$ cat config.mk
export PLATFORM = sky130hd
export DESIGN_NAME = svcd_top
export DESIGN_NICKNAME = d
export VERILOG_FILES = /design/src/svcd_pkg.sv /design/src/svcd_top.sv
export SDC_FILE = /design/constraint.sdc
export NUM_CORES = 1
export LEC_CHECK = 0
export CAP_MARGIN = 0
export CORE_MARGIN = 2
export CORE_UTILIZATION = 60
export DETAILED_ROUTE_END_ITERATION = 12
export DONT_BUFFER_PORTS = 1
export GPL_TIMING_DRIVEN = 0
export PLACE_DENSITY = 0.73
export SLEW_MARGIN = 20
export SYNTH_ARGS = -nofsm -noshare
export SYNTH_HDL_FRONTEND = slang
export SYNTH_SLANG_ARGS = --single-unit
export TNS_END_PERCENT = 30
$ cat constraint.sdc
create_clock -name clk_sys -period 6.1 [get_ports clk_sys]
set_input_delay 0.915 -clock clk_sys [delete_from_list [all_inputs] [get_ports clk_sys]]
set_output_delay 0.915 -clock clk_sys [all_outputs]
set_load 0.01 [all_outputs]
$ cat src/svcd_pkg.sv
// constants for the seek / write-and-check / check-only command decoder
// assumes a ten-byte command block loaded by software over the register bus
package svcd_pkg;
  // opcodes
  localparam logic [7:0] OPC_SEEK = 8'h2B;
  localparam logic [7:0] OPC_WRCHK = 8'h2E;
  localparam logic [7:0] OPC_CHK = 8'h2F;
  localparam logic [7:0] OPC_SRCH_LO = 8'h30;
  localparam logic [7:0] OPC_SRCH_HI = 8'h32;
  // byte offsets of the register map
  localparam logic [4:0] REG_CMD_W0 = 5'h00;
  localparam logic [4:0] REG_CMD_W1 = 5'h04;
  localparam logic [4:0] REG_CMD_W2 = 5'h08;
  localparam logic [4:0] REG_CTRL = 5'h0C;
  localparam logic [4:0] REG_STATUS = 5'h10;
  localparam logic [4:0] REG_IRQ_STAT = 5'h14;
  localparam logic [4:0] REG_IRQ_MASK = 5'h18;
  // field positions
  localparam int CTRL_GO_BIT = 0;
  localparam int B1_BYTCMP_BIT = 1;
  localparam int B1_RELATIVE_ADDRESS_SELECT_BIT = 0;
  localparam int B9_FLAG_BIT = 1;
  localparam int B9_LINK_BIT = 0;
  localparam int IRQ_DONE_BIT = 0;
  localparam int IRQ_MISCMP_BIT = 1;
  localparam int IRQ_SEARCH_BIT = 2;
  localparam int IRQ_WIDTH = 3;
  // reset values
  localparam logic [31:0] CMD_RESET = 32'h0000_0000;
  localparam logic [IRQ_WIDTH-1:0] IRQ_RESET = 3'h0;
  localparam logic [3:0] SENSE_RESET = 4'h0;
  // medium operations
  typedef enum logic [1:0] {
    MOP_SEEK = 2'h0,
    MOP_WRITE = 2'h1,
    MOP_CHECK = 2'h2,
    MOP_READ = 2'h3
  } svcd_mop_t;
  typedef enum logic [2:0] {
    S_IDLE = 3'b000,
    S_DEC = 3'b001,
    S_MED = 3'b011,
    S_CMP = 3'b010,
    S_FIN = 3'b110
  } svcd_state_t;
endpackage : svcd_pkg

$ cat src/svcd_top.sv
// command decoder and executor for seek, write-and-check and check-only commands
// assumes a medium engine and two byte streams (reference and read-back) on clk_sys
// How it works
// RULE_01: opcode 2Bh is decoded as the seek command.
// RULE_02: seek asks the medium to position at the block address, zero blocks moved.
// RULE_03: opcode 2Eh is decoded as write-then-check.
// RULE_04: write-then-check writes all blocks first, then checks them.
// RULE_05: compare select clear means medium integrity check only, no byte compare.
// RULE_06: write-then-check with compare select set compares read-back against sent data.
// RULE_07: check-only with compare select compares reference stream against medium bytes.
// RULE_08: any byte mismatch ends with check condition and miscompare sense key.
// RULE_09: write-then-check starts at the command's four-byte block address.
// RULE_10: write-then-check length zero writes nothing and is not an error.
// RULE_11: opcode 2Fh is decoded as the check-only command.
// RULE_12: check-only starts at the command's four-byte block address.
// RULE_13: check-only length zero checks nothing and is not an error.
// RULE_14: opcodes 30h to 32h are handed to the separate search logic.
// RULE_15: fields sit at fixed bytes and bits, multibyte fields most significant first.
// RULE_16: seek ignores reserved bytes 6 to 8 and reserved bits of byte 1.
//
// Chosen here: the Avalon-MM interface to the registers and the register offsets.
`timescale 1ns/1ns
`default_nettype none
module svcd_top #(
  parameter int BLOCK_BYTES = 512,
  parameter logic [3:0] SENSE_MISCOMPARE = 4'hE,
  parameter logic [3:0] SENSE_MEDIUM_ERR = 4'h3,
  parameter logic [3:0] SENSE_ILLEGAL = 4'h5
) (
  input wire logic clk_sys,
  input wire logic rst_b,
  input wire logic [4:0] avs_address,
  input wire logic avs_read,
  input wire logic avs_write,
  input wire logic [31:0] avs_writedata,
  input wire logic [3:0] avs_byteenable,
  output logic [31:0] avs_readdata,
  output logic avs_waitrequest,
  output logic irq,
  output logic med_req,
  output svcd_pkg::svcd_mop_t med_op,
  output logic [31:0] med_lba,
  output logic [15:0] med_count,
  output logic [2:0] med_unit,
  output logic med_rel_addr,
  input wire logic med_ack,
  input wire logic med_fault,
  input wire logic ref_valid,
  input wire logic [7:0] ref_data,
  output logic ref_ready,
  input wire logic rd_valid,
  input wire logic [7:0] rd_data,
  output logic rd_ready,
  output logic search_start,
  output logic cmd_done
);
  import svcd_pkg::*;

  logic [31:0] cmd_w0, cmd_w1, cmd_w2;
  logic [IRQ_WIDTH-1:0] irq_stat, irq_mask, irq_set;
  logic bus_ack, go, status_check, then_chk, byte_cmp;
  logic [3:0] sense_key;
  logic [31:0] byte_cnt, byte_total;
  svcd_state_t state;
  logic [7:0] f_op, f_b1, f_b9;
  logic [31:0] f_lba;
  logic [15:0] f_len;
  logic xfer, mismatch;

  function automatic logic [31:0] be_merge(input logic [31:0] old, input logic [31:0] d,
                                            input logic [3:0] be);
    logic [31:0] r;
    r = old;
    for (int i = 0; i < 4; i++)
    begin
      if (be[i])
      begin
        r[i*8 +: 8] = d[i*8 +: 8];
      end
    end
    return r;
  endfunction : be_merge

  // byte 0 sits in the top lane of word 0, so multibyte fields read straight across
  assign f_op = cmd_w0[31:24]; // RULE_15
  assign f_b1 = cmd_w0[23:16]; // RULE_15
  assign f_lba = {cmd_w0[15:0], cmd_w1[31:16]}; // RULE_15
  assign f_len = {cmd_w1[7:0], cmd_w2[15:8]}; // RULE_15
  assign f_b9 = cmd_w2[7:0]; // RULE_15

  // one wait cycle on every access keeps read data registered; writes land at the edge
  // that ends the wait, so a master that gives up early never half-writes a register
  assign avs_waitrequest = (avs_read | avs_write) & ~bus_ack;
  assign go = avs_write & bus_ack & (avs_address == REG_CTRL)
              & avs_byteenable[0] & avs_writedata[CTRL_GO_BIT];

  always_ff @(posedge clk_sys or negedge rst_b)
  begin
    if (!rst_b)
      bus_ack <= 1'b0;
    else
      bus_ack <= (avs_read | avs_write) & ~bus_ack;
  end

  always_ff @(posedge clk_sys or negedge rst_b)
  begin
    if (!rst_b)
    begin
      cmd_w0 <= CMD_RESET;
      cmd_w1 <= CMD_RESET;
      cmd_w2 <= CMD_RESET;
      irq_mask <= IRQ_RESET;
    end
    else if (avs_write && bus_ack)
    begin
      case (avs_address)
        REG_CMD_W0: cmd_w0 <= be_merge(cmd_w0, avs_writedata, avs_byteenable);
        REG_CMD_W1: cmd_w1 <= be_merge(cmd_w1, avs_writedata, avs_byteenable);
        REG_CMD_W2: cmd_w2 <= be_merge(cmd_w2, avs_writedata, avs_byteenable)
                              & 32'h0000_FFFF;
        REG_IRQ_MASK: irq_mask <= avs_writedata[IRQ_WIDTH-1:0];
        default: ;
      endcase
    end
  end

  // set wins over a write-one clear landing in the same cycle
  always_ff @(posedge clk_sys or negedge rst_b)
  begin
    if (!rst_b)
      irq_stat <= IRQ_RESET;
    else if (avs_write && bus_ack && avs_address == REG_IRQ_STAT && avs_byteenable[0])
      irq_stat <= (irq_stat & ~avs_writedata[IRQ_WIDTH-1:0]) | irq_set;
    else
      irq_stat <= irq_stat | irq_set;
  end
  assign irq = |(irq_stat & irq_mask);

  always_ff @(posedge clk_sys or negedge rst_b)
  begin
    if (!rst_b)
      avs_readdata <= 32'h0000_0000;
    else if (avs_read && !bus_ack)
    begin
      case (avs_address)
        REG_CMD_W0: avs_readdata <= cmd_w0;
        REG_CMD_W1: avs_readdata <= cmd_w1;
        REG_CMD_W2: avs_readdata <= cmd_w2;
        REG_STATUS: avs_readdata <= {24'h000000, sense_key, 2'h0, status_check,
                                     state != S_IDLE};
        REG_IRQ_STAT: avs_readdata <= {29'h0000_0000, irq_stat};
        REG_IRQ_MASK: avs_readdata <= {29'h0000_0000, irq_mask};
        default: avs_readdata <= 32'h0000_0000;
      endcase
    end
  end

  // both streams advance together, one byte pair per cycle
  assign xfer = (state == S_CMP) & ref_valid & rd_valid; // RULE_07
  assign ref_ready = xfer; // RULE_06
  assign rd_ready = xfer;
  assign mismatch = ref_data != rd_data;
  assign irq_set = {search_start, xfer & mismatch, cmd_done};

  always_ff @(posedge clk_sys or negedge rst_b)
  begin
    if (!rst_b)
    begin
      state <= S_IDLE;
      med_req <= 1'b0;
      med_op <= MOP_SEEK;
      med_lba <= 32'h0000_0000;
      med_count <= 16'h0000;
      med_unit <= 3'h0;
      med_rel_addr <= 1'b0;
      then_chk <= 1'b0;
      byte_cmp <= 1'b0;
      status_check <= 1'b0;
      sense_key <= SENSE_RESET;
      byte_cnt <= 32'h0000_0000;
      byte_total <= 32'h0000_0000;
      search_start <= 1'b0;
      cmd_done <= 1'b0;
    end
    else
    begin
      search_start <= 1'b0;
      cmd_done <= 1'b0;
      case (state)
        S_IDLE:
        begin
          if (go)
            state <= S_DEC;
        end
        S_DEC:
        begin
          status_check <= 1'b0;
          sense_key <= SENSE_RESET;
          then_chk <= 1'b0;
          med_lba <= f_lba; // RULE_09 RULE_12
          med_count <= f_len;
          med_unit <= f_b1[7:5];
          med_rel_addr <= f_b1[B1_RELATIVE_ADDRESS_SELECT_BIT];
          byte_cmp <= f_b1[B1_BYTCMP_BIT];
          byte_total <= 32'(f_len) * 32'(BLOCK_BYTES);
          if (f_op == OPC_SEEK) // RULE_01
          begin
            // only the address and the unit bits 7:5 of byte 1 count; bytes 6-8 and byte 1 flags are not looked at
            med_op <= MOP_SEEK; // RULE_02 RULE_16
            med_count <= 16'h0000; // RULE_02
            med_rel_addr <= 1'b0; // RULE_16
            state <= S_MED;
          end
          else if (f_op == OPC_WRCHK || f_op == OPC_CHK) // RULE_03 RULE_11
          begin
            if (f_len == 16'h0000)
              state <= S_FIN; // RULE_10 RULE_13
            else
            begin
              then_chk <= f_op == OPC_WRCHK; // RULE_04
              if (f_op == OPC_WRCHK)
                med_op <= MOP_WRITE; // RULE_04
              else
                med_op <= f_b1[B1_BYTCMP_BIT] ? MOP_READ : MOP_CHECK; // RULE_05 RULE_07
              state <= S_MED;
            end
          end
          else if (f_op >= OPC_SRCH_LO && f_op <= OPC_SRCH_HI)
          begin
            search_start <= 1'b1; // RULE_14
            state <= S_FIN;
          end
          else
          begin
            status_check <= 1'b1;
            sense_key <= SENSE_ILLEGAL;
            state <= S_FIN;
          end
        end
        S_MED:
        begin
          // request is dropped for a cycle between phases so each is a fresh handshake
          if (!med_req)
            med_req <= 1'b1;
          else if (med_ack)
          begin
            med_req <= 1'b0;
            if (med_fault)
            begin
              status_check <= 1'b1;
              sense_key <= SENSE_MEDIUM_ERR;
              state <= S_FIN;
            end
            else if (then_chk)
            begin
              then_chk <= 1'b0;
              med_op <= byte_cmp ? MOP_READ : MOP_CHECK; // RULE_04 RULE_05 RULE_06
            end
            else if (med_op == MOP_READ)
            begin
              byte_cnt <= 32'h0000_0000;
              state <= S_CMP;
            end
            else
              state <= S_FIN;
          end
        end
        S_CMP:
        begin
          if (xfer)
          begin
            byte_cnt <= byte_cnt + 32'h0000_0001;
            if (mismatch)
            begin
              status_check <= 1'b1; // RULE_08
              sense_key <= SENSE_MISCOMPARE; // RULE_08
              state <= S_FIN;
            end
            else if (byte_cnt == byte_total - 32'h0000_0001)
              state <= S_FIN;
          end
        end
        S_FIN:
        begin
          cmd_done <= 1'b1;
          state <= S_IDLE;
        end
        default: state <= S_IDLE;
      endcase
    end
  end

  a_seek_nodata: assert property (@(posedge clk_sys) disable iff (!rst_b) // RULE_02
    (med_req && med_op == MOP_SEEK) |-> (med_count == 16'h0000 && !ref_ready))
    else $error("seek moves data");
  a_miscmp_key: assert property (@(posedge clk_sys) disable iff (!rst_b) // RULE_08
    (xfer && mismatch) |=> (status_check && sense_key == SENSE_MISCOMPARE) ##1 cmd_done)
    else $error("miscompare not reported");
  a_zero_wrchk: assert property (@(posedge clk_sys) disable iff (!rst_b) // RULE_10
    (state == S_DEC && f_op == OPC_WRCHK && f_len == 16'h0000)
    |=> (state == S_FIN && !status_check && !med_req) ##1 cmd_done)
    else $error("zero length write-check misbehaves");
  a_zero_chk: assert property (@(posedge clk_sys) disable iff (!rst_b) // RULE_13
    (state == S_DEC && f_op == OPC_CHK && f_len == 16'h0000)
    |=> !med_req [*2] ##0 !status_check)
    else $error("zero length check misbehaves");
  a_search_hand: assert property (@(posedge clk_sys) disable iff (!rst_b) // RULE_14
    (state == S_DEC && f_op >= OPC_SRCH_LO && f_op <= OPC_SRCH_HI)
    |=> search_start && !med_req)
    else $error("search not handed off");
  a_write_lba: assert property (@(posedge clk_sys) disable iff (!rst_b) // RULE_09
    (state == S_DEC && f_op == OPC_WRCHK && f_len != 16'h0000)
    |=> (med_op == MOP_WRITE && med_lba == $past(f_lba)))
    else $error("write start address wrong");
  a_chk_lba: assert property (@(posedge clk_sys) disable iff (!rst_b) // RULE_12
    (state == S_DEC && f_op == OPC_CHK && f_len != 16'h0000)
    |=> (med_op != MOP_WRITE && med_lba == $past(f_lba)))
    else $error("check start address wrong");
  a_write_first: assert property (@(posedge clk_sys) disable iff (!rst_b) // RULE_04
    (med_req && med_ack && med_op == MOP_WRITE && !med_fault)
    |=> (!med_req && med_op != MOP_WRITE) ##1 med_req)
    else $error("check phase does not follow write");
  a_plain_chk: assert property (@(posedge clk_sys) disable iff (!rst_b) // RULE_05
    (med_req && med_op == MOP_CHECK) |-> (!ref_ready && !rd_ready))
    else $error("byte compare during integrity check");
  a_ready_cmp: assert property (@(posedge clk_sys) disable iff (!rst_b) // RULE_07
    ref_ready |-> (state == S_CMP && byte_cmp && rd_ready))
    else $error("reference consumed outside compare");
  a_opc_seek: assert property (@(posedge clk_sys) disable iff (!rst_b) // RULE_01
    (state == S_DEC && f_op == OPC_SEEK) |=> (state == S_MED && med_op == MOP_SEEK))
    else $error("seek opcode not decoded");
endmodule : svcd_top
`default_nettype wire

==> results.cfg <==
[run_status]
status = finished, final reports clean

[worst_setup_path]
crit_family = simple AND/OR/NAND/NOR gates
crit_start = state[2]
r2r_cells = 5
r2r-end = med_count[10]
required_ns = 5.18
critPathLaunchType = flop
slowest_delay_ns = 0.44
worst-setup-path-type = flop to output pin
path_cells = nand2b_1, nor2_1, nand3_1, inv_1, buf_4
regToRegSetupSlack_ns = 3.57
critPathSlowestCell = dfrtp_1
cp_max_fo = 8
cp-end-kind = output pin
worstPathArrival_ns = 2.52
timing.rr.start = state[2]
crit_buf_inv = 2

[place]
place_hpwl_mm = 18.9
port_buffers = 0
gp_congestion = 0.895

[floorplanning]
die_area_um2 = 18800
fp.dieH_um = 137
rows = 48
start_util_pct = 61.4
fp.coreArea_um2 = 17400
fp.dieW_um = 137
pin_count = 158

[global_route]
grt_max_degree = 235
grt_pass1_vias = 7670
grt_pass1_wl_mm = 42.0
grt_antenna_before_repair = 0
grt_use_total_pct = 28.7
overflow = 0

[power]
p_total_mw = 4.78
p_leak_nw = 5.50
powerDensity_nw_per_um2 = 408
vdd_drop_max_mv = 0.241

[synthesis]
synth_cells = 1031
synth-async-reset-ratio_pct = 100
synth_xor_xnor_area_share_pct = 3.11
synthFlopType = dfrtp_1
yosys_warnings = 0
synth_top_area_cell = dfrtp_1
synthSimpleGateAreaFrac_pct = 17.0
synthTopCellsByArea = dfrtp_1, mux2_2, nand2_1, o21ai_0, xnor2_1
synth_top_family_by_area = simple AND/OR/NAND/NOR gates
synth_cell_type_count = 63
synth_edf_count = 0
synthMuxAreaShare_pct = 9.18
yosysSeqAreaShare_pct = 55.0
synth_fa_ha_area_share_pct = 0.235
synth.cell_area_um2 = 10700
synth-seq-cells = 234
synth_top_area_share_pct = 55.0
synth-compound-area-share_pct = 12.7
synth_area_per_cell_um2 = 10.3
syn_nets = 1098

[cells_and_area]
multi_input_area_um2 = 4500
ff_latch_area_um2 = 5860
diodes = 0
most-common-layout-cells = dfrtp_1, nand2_1, mux2_2
fillCellCount = 1319
drive_gt1_share_pct = 14.2
final_common_cell = dfrtp_1
area_delta_synth_final_pct = 9.98
layout.nets = 1124

[clocking]
clkTransAtPathRegs_ns = 0.06
cts.htree.levels = 1
cts_sinks = 234
cts_tree = built
cts-resized-gates = 0
hold_buffers = 0
cts_buffers = 24
clkLatencyLatePin_ns = 0.52
root_buffer = clkbuf_16
clockBufferDepth = 3
post-cts-setup-buffers = 0

[timing]
setup-tns-final_ns = 0
finalSetupViolations = 0
worst_slew_pin_slew_ns = 0.870
fin_skew_ns = 0.00980
slew_viol_final = 0
slew_headroom_pct = 41.8
hold_viol = 0
grt_setup_unrepaired = false
fmax_mhz = 291
fin_crit_ns = 3.43
fin_crit_sh_pct = 56.3

[route]
vias_per_cell = 6.05
vias = 7860
dr.first_iter.drc_count = 618
wl_per_cell_um = 20.5
drc = 0
ant_nets = 0
dr.pass1.iters = 5
wirelength_mm = 26.7

[run]
maxCapViolations = 0

[hold_path]
holdCritPathClass = input port to async pin
==> worst max-delay path by stage <==
stage,endpoint,slack (ns),cells after the start
2_1_floorplan,cmd_w0[24],3.61,6
3_3_place_gp,avs_readdata[10],2.77,7
3_5_place_dp,avs_readdata[9],2.79,7
4_1_cts,ref_ready,2.70,5
5_1_grt,ref_ready,2.51,5
6_report,ref_ready,2.67,5
==> cell families after synthesis <==
group / Yosys count
mux: 87
fa+ha+maj: 2
simple gates: 386
compound gates: 212
flops: 234
buf+inv: 73
xor+xnor: 37
==> power by group <==
part           internal [mW]  switching (mW)  total [mW]
Sequential              1.82           0.336        2.16
Clock                  0.832           0.614        1.45
Combinational          0.479           0.699        1.18
Total                   3.13            1.65        4.78
==> area by class of cell <==
| class | instances | share of cell area (%) |
|---|---|---|
| Clock buffer | 33 | 5.84 |
| Tap cell | 225 | 2.40 |
| Sequential cell | 234 | 50.0 |
| Buffer | 52 | 1.86 |
| Inverter | 21 | 0.673 |
| Multi-Input combinational cell | 724 | 38.4 |
| Clock inverter | 11 | 0.833 |
==> sequential cells by signal (all words and copies together), names as in the netlist, 2 cells and up <==
register and flops:
avs_readdata 32, byte_cnt 32, cmd_w0 32, cmd_w1 32, med_lba 32, byte_total 16
cmd_w2 16, med_count 16, sense_key 4, irq_mask 3, irq_stat 3, med_unit 3
state 3, med_op 2
==> synthesized netlist by cell type, types with 4 or more instances <==
cell	n
dfrtp_1	234
nand3b_1	5
a21oi_1	45
clkbuf_1	30
and3_1	14
buf_1	6
nand4_1	12
and2_1	6
or3_1	12
nor2b_1	5
nor4_1	11
a21o_1	5
nor2_1	39
mux2_2	86
buf_2	15
nand3_1	22
nand2_1	215
nand2b_1	7
xor2_1	5
o21ai_0	75
nor3_1	19
inv_1	21
a22oi_1	21
a22o_1	28
xnor2_1	31
a31oi_1	4
a221oi_1	4
==> metrics by stage <==
stage	cells	hold WS [ns]	worst slack (ns)	area [um^2]	util (%)
after floorplan	1031	0.450	3.61	10700	-
after global placement	1256	0.475	2.77	10900	63.0
after detailed placement	1256	0.475	2.79	10900	63.0
after CTS	1300	0.0904	2.70	11700	67.5
after global routing	1300	0.0759	2.51	11700	67.5
final	1300	0.0927	2.67	11700	67.5
==> layer usage <==
layer	up-vias	GRT usage [%]	part of all wire [%]
li1	3691	-	-
met1	3900	40.1	43
met2	225	44.3	47
met3	44	8.24	7.8
met4	0	8.02	2.5
met5	-	0	0
Note: power is estimated with default switching activity, not from simulation.
